===== config.mk =====
export PLATFORM = sky130hd
export DESIGN_NAME = mffb_top
export DESIGN_NICKNAME = d
export VERILOG_FILES = /design/src/rtl/mffb_pkg.sv /design/src/rtl/mffb_top.sv
export SDC_FILE = /design/constraint.sdc
export NUM_CORES = 2
export LEC_CHECK = 0
export BUFFER_PORTS_ARGS = -buffer_cell sky130_fd_sc_hd__buf_2
export CAP_MARGIN = 30
export CORE_MARGIN = 1
export CORE_UTILIZATION = 30
export DETAILED_ROUTE_END_ITERATION = 7
export HOLD_SLACK_MARGIN = 0.15
export SYNTH_ARGS = -nofsm -noshare
export SYNTH_HDL_FRONTEND = slang
export SYNTH_SLANG_ARGS = --single-unit

===== constraint.sdc =====
create_clock -name mclk_i -period 4.9 [get_ports mclk_i]
set_input_delay 0.98 -clock mclk_i [delete_from_list [all_inputs] [get_ports mclk_i]]
set_output_delay 0.98 -clock mclk_i [all_outputs]
set_load 0.1 [all_outputs]

===== src/rtl/mffb_pkg.sv =====
// Purpose: shared constants and carriers for the monitor formatter and fan boost block
// Assumes: 25 MHz clock, APB register access with 32-bit data
// Notes: offsets are byte addresses of aligned words
package mffb_pkg;
  localparam int unsigned CLK_PERIOD_NS = 40;
  localparam int unsigned TICK_NS = 10_000_000;
  localparam int unsigned TICK_CYCLES = TICK_NS / CLK_PERIOD_NS;

  localparam logic [7:0] OFS_CTRL = 8'h00;
  localparam logic [7:0] OFS_BLIM = 8'h04;
  localparam logic [7:0] OFS_TLIM = 8'h08;
  localparam logic [7:0] OFS_TACHLIM01 = 8'h0c;
  localparam logic [7:0] OFS_TACHLIM23 = 8'h10;
  localparam logic [7:0] OFS_TEMP8 = 8'h14;
  localparam logic [7:0] OFS_STAT_B = 8'h18;
  localparam logic [7:0] OFS_STAT_H = 8'h1c;
  localparam logic [7:0] OFS_EXT = 8'h20;
  localparam logic [7:0] OFS_VLIM = 8'h40;
  localparam logic [7:0] OFS_VOLT = 8'h80;

  localparam int CTRL_TEN_BIT = 0;
  localparam int CTRL_HYST_LSB = 4;
  localparam int CTRL_MASK_LSB = 8;
  localparam int CTRL_BIND_LSB = 12;
  localparam int CTRL_TMO_LSB = 20;

  localparam int ST_DIODE_LSB = 0;
  localparam int ST_TLIM_LSB = 4;
  localparam int ST_TACH_LSB = 8;
  localparam int ST_VOLT_LSB = 12;

  localparam logic [31:0] CTRL_RST = 32'h00ff_ff00;
  localparam logic [31:0] BLIM_RST = 32'h2323_3c3c;
  localparam logic [7:0] TLIM_RST = 8'h80;
  localparam logic [15:0] TACHLIM_RST = 16'hffff;
  localparam logic [7:0] VLO_RST = 8'h00;
  localparam logic [7:0] VHI_RST = 8'hff;

  localparam logic [7:0] TEMP_MASK = 8'h80;
  localparam logic [7:0] TEMP_FAULT = 8'h80;
  localparam logic [7:0] DUTY_FULL = 8'hff;
  localparam logic [7:0] CODE_FULL = 8'hff;
  localparam logic [7:0] CODE_NOM_POS = 8'hc0;
  localparam logic [7:0] CODE_NOM_NEG = 8'h40;

  typedef struct packed {
    logic valid;
    logic [1:0] zone;
    logic open_ckt;
    logic short_ckt;
    logic [8:0] t_half;
    logic [11:0] t_sixteenth;
  } mffb_temp_conv_t;

  typedef struct packed {
    logic valid;
    logic [3:0] chan;
    logic [7:0] code;
  } mffb_volt_conv_t;

  typedef struct packed {
    logic valid;
    logic [1:0] fan;
    logic [15:0] count;
  } mffb_tach_meas_t;
endpackage


===== src/rtl/mffb_top.sv =====
// Purpose: format monitor results, flag diode faults, compare limits, raise fan boost
// Assumes: converters and tach counters run on mclk_i and deliver one-cycle valid pulses
// Notes: status registers are sticky and cleared by writing ones
// What this block does
// - temperature bytes are signed, one degree per step
// - limit value 80h masks that channel's limit flag; a boost limit of 80h is not masked
// - unfiltered extended value, half degree at bit7
// - filtered extended value, fraction in upper nibble
// - hysteresis field is unsigned four-bit value
// - check diode open/short before each update
// - diode fault loads 80h into temperature
// - temperature boost drives both outputs full
// - boost when zone exceeds its limit
// - release at or below limit minus hysteresis
// - reset limits 60 for zones 0-1, 35 otherwise
// - tach boost drives bound outputs full
// - tach error when count exceeds limit
// - hold bound outputs full for timeout after
// - recurring error cancels and later restarts timeout
// - voltages are unsigned 8-bit codes
// - twelve-volt inputs span 00h to FFh linearly
// - negative rail nominal reads 40h
// - limit violations set both mirrored status sets
//
// The APB slave port and the register offsets were decided locally.
`timescale 1ns/1ps
module mffb_top #(
  parameter int unsigned TICK_CYCLES = mffb_pkg::TICK_CYCLES
) (
  input wire logic mclk_i,
  input wire logic reset_n_i,
  input wire logic ce_i,
  input wire logic psel_i,
  input wire logic penable_i,
  input wire logic pwrite_i,
  input wire logic [7:0] paddr_i,
  input wire logic [31:0] pwdata_i,
  output logic [31:0] prdata_o,
  output logic pready_o,
  output logic pslverr_o,
  input wire mffb_pkg::mffb_temp_conv_t temp_conv_i,
  input wire mffb_pkg::mffb_volt_conv_t volt_conv_i,
  input wire mffb_pkg::mffb_tach_meas_t tach_meas_i,
  input wire logic [7:0] duty_a_i,
  input wire logic [7:0] duty_b_i,
  output logic [7:0] fan_drive_out_a,
  output logic [7:0] fan_drive_out_b,
  output logic [1:0] boost_active_o
);
  initial begin
    if (TICK_CYCLES < 1) begin
      $error("TICK_CYCLES must be at least one");
    end
  end

  typedef struct packed {
    logic [31:0] ctrl;
    logic [3:0][7:0] blim;
    logic [3:0][7:0] tlim;
    logic [3:0][15:0] tachlim;
    logic [8:0][7:0] vlo;
    logic [8:0][7:0] vhi;
    logic [8:0][7:0] volt;
    logic [3:0][7:0] temp8;
    logic [3:0][15:0] ext9;
    logic [3:0][15:0] ext12;
    logic [3:0] tach_err;
    logic [3:0] zboost;
    logic [31:0] st_b;
    logic [31:0] st_h;
    logic [1:0][7:0] hold;
    logic [1:0] hold_act;
    logic [31:0] tick_cnt;
    logic [1:0][7:0] drive;
    logic [1:0] boost;
    logic [31:0] rdata;
  } mffb_state_t;

  mffb_state_t state_r;
  mffb_state_t state_nxt;

  // signed degree compare, a > b
  function automatic logic temp_gt(input logic [7:0] a, input logic [7:0] b);
    return $signed(a) > $signed(b);
  endfunction

  // register decode: returns read word and hit flag
  function automatic logic [32:0] rd_word(input mffb_state_t s, input logic [7:0] a);
    logic [32:0] r;
    r = 33'h0_0000_0000;
    if (a == mffb_pkg::OFS_CTRL) begin
      r = {1'b1, s.ctrl};
    end else if (a == mffb_pkg::OFS_BLIM) begin
      r = {1'b1, s.blim};
    end else if (a == mffb_pkg::OFS_TLIM) begin
      r = {1'b1, s.tlim};
    end else if (a == mffb_pkg::OFS_TACHLIM01) begin
      r = {1'b1, s.tachlim[1], s.tachlim[0]};
    end else if (a == mffb_pkg::OFS_TACHLIM23) begin
      r = {1'b1, s.tachlim[3], s.tachlim[2]};
    end else if (a == mffb_pkg::OFS_TEMP8) begin
      r = {1'b1, s.temp8};
    end else if (a == mffb_pkg::OFS_STAT_B) begin
      r = {1'b1, s.st_b};
    end else if (a == mffb_pkg::OFS_STAT_H) begin
      r = {1'b1, s.st_h};
    end else if (a[7:4] == mffb_pkg::OFS_EXT[7:4] && a[1:0] == 2'h0) begin
      r = {1'b1, s.ext12[a[3:2]], s.ext9[a[3:2]]};
    end else if (a[7:6] == mffb_pkg::OFS_VLIM[7:6] && a[1:0] == 2'h0 && a[5:2] < 4'h9) begin
      r = {1'b1, 16'h0000, s.vhi[a[5:2]], s.vlo[a[5:2]]};
    end else if (a[7:6] == mffb_pkg::OFS_VOLT[7:6] && a[1:0] == 2'h0 && a[5:2] < 4'h9) begin
      r = {1'b1, 24'h00_0000, s.volt[a[5:2]]};
    end
    return r;
  endfunction

  logic [32:0] dec_setup;
  logic [32:0] dec_acc;
  logic wr_en;

  always_comb begin
    dec_setup = rd_word(state_r, paddr_i);
    dec_acc = rd_word(state_r, paddr_i);
    pready_o = ce_i & psel_i & penable_i;
    pslverr_o = ce_i & psel_i & penable_i & ~dec_acc[32];
    prdata_o = state_r.rdata;
    fan_drive_out_a = state_r.drive[0];
    fan_drive_out_b = state_r.drive[1];
    boost_active_o = state_r.boost;
    wr_en = ce_i & psel_i & penable_i & pwrite_i & dec_acc[32];
  end

  logic [31:0] st_set;
  logic [31:0] clr_b;
  logic [31:0] clr_h;
  logic [9:0] rel_thr;
  logic [1:0] err_out;
  logic tick;
  logic [3:0] hyst;
  logic [3:0] tmask;
  logic [7:0] tbind;
  logic [7:0] tmo;
  logic [3:0] zi;
  logic [7:0] tmp;

  always_comb begin
    state_nxt = state_r;
    st_set = 32'h0000_0000;
    clr_b = 32'h0000_0000;
    clr_h = 32'h0000_0000;
    rel_thr = 10'h000;
    err_out = 2'b00;
    zi = 4'h0;
    tmp = 8'h00;
    hyst = state_r.ctrl[mffb_pkg::CTRL_HYST_LSB +: 4];
    tmask = state_r.ctrl[mffb_pkg::CTRL_MASK_LSB +: 4];
    tbind = state_r.ctrl[mffb_pkg::CTRL_BIND_LSB +: 8];
    tmo = state_r.ctrl[mffb_pkg::CTRL_TMO_LSB +: 8];
    tick = (state_r.tick_cnt == TICK_CYCLES - 1);

    // read data captured in the setup cycle
    if (psel_i && !penable_i) begin
      state_nxt.rdata = dec_setup[31:0];
    end

    state_nxt.tick_cnt = tick ? 32'h0000_0000 : state_r.tick_cnt + 32'h0000_0001;

    // diode conversion results
    if (temp_conv_i.valid) begin
      zi = {2'b00, temp_conv_i.zone};
      if (temp_conv_i.open_ckt || temp_conv_i.short_ckt) begin
        st_set[mffb_pkg::ST_DIODE_LSB + zi] = 1'b1;
        state_nxt.temp8[zi[1:0]] = mffb_pkg::TEMP_FAULT;
        state_nxt.ext9[zi[1:0]] = {mffb_pkg::TEMP_FAULT, 8'h00};
        state_nxt.ext12[zi[1:0]] = {mffb_pkg::TEMP_FAULT, 8'h00};
      end else begin
        state_nxt.temp8[zi[1:0]] = temp_conv_i.t_half[8:1];
        state_nxt.ext9[zi[1:0]] = {temp_conv_i.t_half[8:1], temp_conv_i.t_half[0], 7'h00};
        state_nxt.ext12[zi[1:0]] = {temp_conv_i.t_sixteenth, 4'h0};
      end
    end

    // voltage codes pass through unchanged; converter scaling fixes the span
    if (volt_conv_i.valid && volt_conv_i.chan < 4'h9) begin
      state_nxt.volt[volt_conv_i.chan] = volt_conv_i.code;
    end

    // tachometer limit check
    if (tach_meas_i.valid) begin
      state_nxt.tach_err[tach_meas_i.fan] =
        tach_meas_i.count > state_r.tachlim[tach_meas_i.fan];
    end

    // limit comparisons against stored values
    for (int z = 0; z < 4; z++) begin
      tmp = state_r.temp8[z];
      if (state_r.tlim[z] != mffb_pkg::TEMP_MASK && tmp != mffb_pkg::TEMP_FAULT
          && temp_gt(tmp, state_r.tlim[z])) begin
        st_set[mffb_pkg::ST_TLIM_LSB + z] = 1'b1;
      end
      if (state_r.tach_err[z]) begin
        st_set[mffb_pkg::ST_TACH_LSB + z] = 1'b1;
      end
      // boost with hysteresis
      rel_thr = 10'($signed(state_r.blim[z])) - {6'h00, hyst};
      if (temp_gt(tmp, state_r.blim[z])) begin
        state_nxt.zboost[z] = 1'b1;
      end else if ($signed(10'($signed(tmp))) <= $signed(rel_thr)) begin
        state_nxt.zboost[z] = 1'b0;
      end
    end
    for (int c = 0; c < 9; c++) begin
      if (state_r.volt[c] < state_r.vlo[c] || state_r.volt[c] > state_r.vhi[c]) begin
        st_set[mffb_pkg::ST_VOLT_LSB + c] = 1'b1;
      end
    end

    // tach boost per output with hold timeout
    for (int o = 0; o < 2; o++) begin
      for (int f = 0; f < 4; f++) begin
        if (state_r.tach_err[f] && !tmask[f] && tbind[2 * f + o]) begin
          err_out[o] = state_r.ctrl[mffb_pkg::CTRL_TEN_BIT];
        end
      end
      if (err_out[o]) begin
        state_nxt.hold[o] = tmo;
        state_nxt.hold_act[o] = 1'b1;
      end else if (state_r.hold_act[o] && tick) begin
        if (state_r.hold[o] == 8'h00) begin
          state_nxt.hold_act[o] = 1'b0;
        end else begin
          state_nxt.hold[o] = state_r.hold[o] - 8'h01;
        end
      end
      state_nxt.boost[o] = (|state_r.zboost) | err_out[o] | state_r.hold_act[o];
    end
    state_nxt.drive[0] = state_r.boost[0] ? mffb_pkg::DUTY_FULL : duty_a_i;
    state_nxt.drive[1] = state_r.boost[1] ? mffb_pkg::DUTY_FULL : duty_b_i;

    // register writes
    if (wr_en) begin
      unique case (paddr_i)
        mffb_pkg::OFS_CTRL: state_nxt.ctrl = pwdata_i;
        mffb_pkg::OFS_BLIM: state_nxt.blim = pwdata_i;
        mffb_pkg::OFS_TLIM: state_nxt.tlim = pwdata_i;
        mffb_pkg::OFS_TACHLIM01: state_nxt.tachlim[1:0] = pwdata_i;
        mffb_pkg::OFS_TACHLIM23: state_nxt.tachlim[3:2] = pwdata_i;
        mffb_pkg::OFS_STAT_B: clr_b = pwdata_i;
        mffb_pkg::OFS_STAT_H: clr_h = pwdata_i;
        default: begin
          if (paddr_i[7:6] == mffb_pkg::OFS_VLIM[7:6]) begin
            state_nxt.vlo[paddr_i[5:2]] = pwdata_i[7:0];
            state_nxt.vhi[paddr_i[5:2]] = pwdata_i[15:8];
          end
        end
      endcase
    end

    // sticky mirrored status, set wins over clear
    state_nxt.st_b = (state_r.st_b & ~clr_b) | st_set;
    state_nxt.st_h = (state_r.st_h & ~clr_h) | st_set;
  end

  always_ff @(posedge mclk_i or negedge reset_n_i) begin
    if (!reset_n_i) begin
      state_r <= '0;
      state_r.ctrl <= mffb_pkg::CTRL_RST;
      state_r.blim <= mffb_pkg::BLIM_RST;
      state_r.tlim <= {4{mffb_pkg::TLIM_RST}};
      state_r.tachlim <= {4{mffb_pkg::TACHLIM_RST}};
      state_r.vlo <= {9{mffb_pkg::VLO_RST}};
      state_r.vhi <= {9{mffb_pkg::VHI_RST}};
    end else if (ce_i) begin
      state_r <= state_nxt;
    end
  end
endmodule // mffb_top


==> reports/results.txt <==
vias in the first global route -> 29600
starting density of the core -> 0.303
top flip-flop cell by instance count after synthesis -> sky130_fd_sc_hd__dfrtp_1
floorplan die area -> 135000 um2
total clock buffers created by CTS -> 82
CTS hold repair buffers -> 0
horizontal die dimension -> 367 um
worst setup slack after placement -> 1.07 ns
Core Box Area -> 132000 um2
initial antenna violation count -> 23
dominant combinational cell family by area after synthesis -> multiplexers
share of synthesized cell area in and, or, nand and nor gates -> 0.119
flip-flop and latch count after synthesis -> 708
clock period minus worst slack -> 3.63 ns
GRT Overall Usage -> 0.209
path class of the lowest-slack min-delay path -> input port to asynchronous set/reset pin
global routing's busiest layer -> met2
net count of the finished layout -> 4172
placement row count -> 133
slew at the pin closest to its max-slew limit -> 1.01 ns
Clock Power Share -> 0.411
wire length of the first global-routing pass -> 209000 um
Post-Route Setup TNS -> 0 ns
switching share of power -> 0.302
count of placed standard cells including taps -> 5447
number of top-level pins -> 172
Finished Layout Cells -> 5608
Final Wtd Congestion -> 0.961
vias after detailed routing -> 30200
total power after layout -> 15.7 mW
max-slew violation total from the final report -> 0
first drt pass iteration count -> 7
Flop pwr share -> 0.425
leakage power summed over all cells -> 20.2 nW
Setup Buffers After CTS -> 0
ratio of routed vias to standard cells -> 5.38
HPWL after detailed placement -> 105000 um
Layout Utilization -> 0.344
count of instances resized after the clock tree is built -> 0
CP endpoint kind -> primary output
met3 GRT Util -> 0.0490
area of the multi-input gates -> 20000 um2
type of the worst setup path -> input port to primary output
antenna-violating nets left -> 0
max-cap violation count -> 0
count of port buffers added during placement -> 171
clock net sink count -> 708
fraction of the mapped netlist area in adder cells -> 0.0870
share of flip-flops with an asynchronous set or reset after synthesis -> 1.00
post-synthesis cell count -> 3684
synthesis-to-finish area growth -> 13.5%
worst-case clock skew -> 0.0276 ns
buffer type at the clock tree root -> sky130_fd_sc_hd__clkbuf_16
ratio of final minimum period to clock period -> 0.740
area share of the leading cell type in the synthesized netlist -> 0.336
total count of hold-check failures in the final report -> 0
syn nets -> 4080
CTS tree -> yes
Clk Latency, worst-skew pair -> 0.67 ns
netlist area before placement -> 40000 um2
fraction of the mapped netlist area in compound gates -> 0.112
peak supply drop -> 0.250 mV
data arrival time of the critical path -> 2.65 ns
Remaining DRCs -> 0
per-cell routed wire length -> 25.4 um
fraction of synthesized area in multiplexers -> 0.169
number of levels in the clock H-tree -> 3
largest net degree at the start of global routing -> 101
share of total power in combinational logic -> 0.163
cells taking the most area after synthesis -> sky130_fd_sc_hd__dfrtp_1 34%, sky130_fd_sc_hd__dfstp_2 11%, sky130_fd_sc_hd__ha_1 8.5%, sky130_fd_sc_hd__mux4_2 6.5%, sky130_fd_sc_hd__mux2_2 6.3%
FF/Latch Area -> 17900 um2
number of DRC violations after detailed-routing iteration 0 -> 3079
Slew Limit Headroom -> 0.323
type of element launching the critical path -> input port
fraction of met1 tracks used by global routing -> 0.292
setup repair after global routing missed its margin -> false
Fillers -> 13100
post-synth top area cell -> sky130_fd_sc_hd__dfrtp_1
largest driver fanout on the critical path -> 32
synthesized area per cell -> 10.9 um2
final hold slack -> 0.386 ns
post-route cell area -> 45500 um2
synth unique cells -> 79
result of the run -> completed
net switching component of the power -> 4.73 mW
total length of routed wires -> 143000 um
slack of the critical path -> 1.27 ns
number of enable flip-flop cells after synthesis -> 0
vertical extent of the die -> 367 um
sequential element share of the synthesized area -> 0.448
required time worst endpoint -> 3.92 ns
Synth Warn # -> 0
met2 track demand over resource in global routing -> 0.309
internal portion of total power -> 10.9 mW
clock slew at the register clock pins of the worst setup and hold paths -> 0.06 ns
Final Setup Violations -> 0
xor/xnor share of the synthesized area -> 0.0114
cell area after placement -> 42600 um2
aggregate global routing overflow -> 0
Bufs on Longest Clock Path -> 3
highest achievable clock rate -> 0.276 GHz
power density cells -> 345 nW/um2
share of final-layout standard cells stronger than drive strength 1 -> 0.242
-- critical path, cell delays in order --
cell	delay (ns)
sky130_fd_sc_hd__buf_2	0.16
sky130_fd_sc_hd__buf_4	0.53
sky130_fd_sc_hd__o21ai_1	0.27
sky130_fd_sc_hd__a31oi_1	0.24
sky130_fd_sc_hd__buf_2	0.45
-- metal layers --
metal / up-vias / part of all wire
li1: 13300 / -
met1: 15200 / 0.43
met2: 1370 / 0.43
met3: 300 / 0.092
met4: 6 / 0.043
met5: - / 0.00024
-- worst paths after layout --
path | startpoint | to | slack [ns] | cells after the start
worst max-delay path | paddr_i[4] | pslverr_o | 1.27 | 5
worst min-delay path | reset_n_i | state_r[161]$_DFFE_PN0P_ | 0.39 | 1
worst max register to register | hyst[2]$_DFFE_PN0P_ | state_r[166]$_DFFE_PN0P_ | 1.35 | 12
worst min register to register | state_r[259]$_DFFE_PN0P_ | state_r[259]$_DFFE_PN0P_ | 0.48 | 2
max in group asynchronous | reset_n_i | state_r[418]$_DFFE_PN1P_ | 3.38 | 2
min in group mclk_i | state_r[259]$_DFFE_PN0P_ | state_r[259]$_DFFE_PN0P_ | 0.48 | 2
-- state kept, by name, summed over array words and instances, names as in the netlist --
signal / flops
tmp: 8
fan_drive_out_a: 8
boost_active_o: 2
prdata_o: 32
fan_drive_out_b: 8
hyst: 4
state_r: 646
-- synth_stat cells (13+ instances only) --
cell type                  instances
sky130_fd_sc_hd__dfrtp_1         538
sky130_fd_sc_hd__nand2_1         473
sky130_fd_sc_hd__ha_1            272
sky130_fd_sc_hd__o21ai_0         249
sky130_fd_sc_hd__inv_1           242
sky130_fd_sc_hd__mux2_2          224
sky130_fd_sc_hd__dfstp_2         170
sky130_fd_sc_hd__nor2_1          123
sky130_fd_sc_hd__mux4_2          115
sky130_fd_sc_hd__a21oi_1         113
sky130_fd_sc_hd__clkbuf_1        105
sky130_fd_sc_hd__mux2_1           91
sky130_fd_sc_hd__nand3_1          66
sky130_fd_sc_hd__buf_4            62
sky130_fd_sc_hd__mux2i_1          61
sky130_fd_sc_hd__o21a_1           52
sky130_fd_sc_hd__nor2b_1          46
sky130_fd_sc_hd__and2_1           45
sky130_fd_sc_hd__nand4_1          43
sky130_fd_sc_hd__buf_2            42
sky130_fd_sc_hd__xnor2_1          37
sky130_fd_sc_hd__nand2b_1         36
sky130_fd_sc_hd__o22ai_1          35
sky130_fd_sc_hd__a22oi_1          32
sky130_fd_sc_hd__a21o_1           31
sky130_fd_sc_hd__nor3_1           29
sky130_fd_sc_hd__o211ai_1         29
sky130_fd_sc_hd__a21boi_0         23
sky130_fd_sc_hd__and3_1           20
sky130_fd_sc_hd__nor4_1           19
sky130_fd_sc_hd__a211oi_1         18
sky130_fd_sc_hd__a221oi_1         16
sky130_fd_sc_hd__a31oi_1          16
sky130_fd_sc_hd__o22a_1           16
sky130_fd_sc_hd__xor2_1           15
sky130_fd_sc_hd__buf_6            14
sky130_fd_sc_hd__nand3b_1         13
-- layout make-up --
class                   count  area share
well taps                1755      0.0483
repair buffers            241      0.0349
inverters                 242      0.0200
clock buffers             129      0.0544
flip-flops and latches    708       0.394
diodes                      7    0.000385
clock inverters            25     0.00760
multi-input cells        2501       0.440
-- placed cells by master (no fill, tap or decap), types with 37 or more instances in the layout --
master	n
sky130_fd_sc_hd__nand3_1	65
sky130_fd_sc_hd__mux2_2	224
sky130_fd_sc_hd__nand4_1	43
sky130_fd_sc_hd__buf_4	53
sky130_fd_sc_hd__clkbuf_16	84
sky130_fd_sc_hd__xnor2_1	37
sky130_fd_sc_hd__mux2_1	91
sky130_fd_sc_hd__nor2_1	121
sky130_fd_sc_hd__and2_1	46
sky130_fd_sc_hd__dfstp_2	170
sky130_fd_sc_hd__mux2i_1	61
sky130_fd_sc_hd__ha_1	272
sky130_fd_sc_hd__buf_2	169
sky130_fd_sc_hd__dfrtp_1	538
sky130_fd_sc_hd__o21a_1	52
sky130_fd_sc_hd__inv_1	242
sky130_fd_sc_hd__o21ai_0	249
sky130_fd_sc_hd__nor2b_1	46
sky130_fd_sc_hd__mux4_2	115
sky130_fd_sc_hd__nand2_1	471
sky130_fd_sc_hd__a21oi_1	113
-- logic make-up after synthesis --
logic type	count (synthesis)
mux	491
simple gates	974
flops	708
compound gates	708
fa+ha+maj	276
xor+xnor	52
buf+inv	475
-- power groups by stage --
stage                     registers (mW)  clock network [mW]  logic, mW
after floorplan                     6.51                   0       1.80
after global placement              6.74                   0       2.49
after detailed placement            6.74                   0       2.55
after CTS                           6.65                6.55       2.56
after global routing                6.69                6.78       2.79
final                               6.67                6.45       2.56
Note: power is estimated with default switching activity, not from simulation.
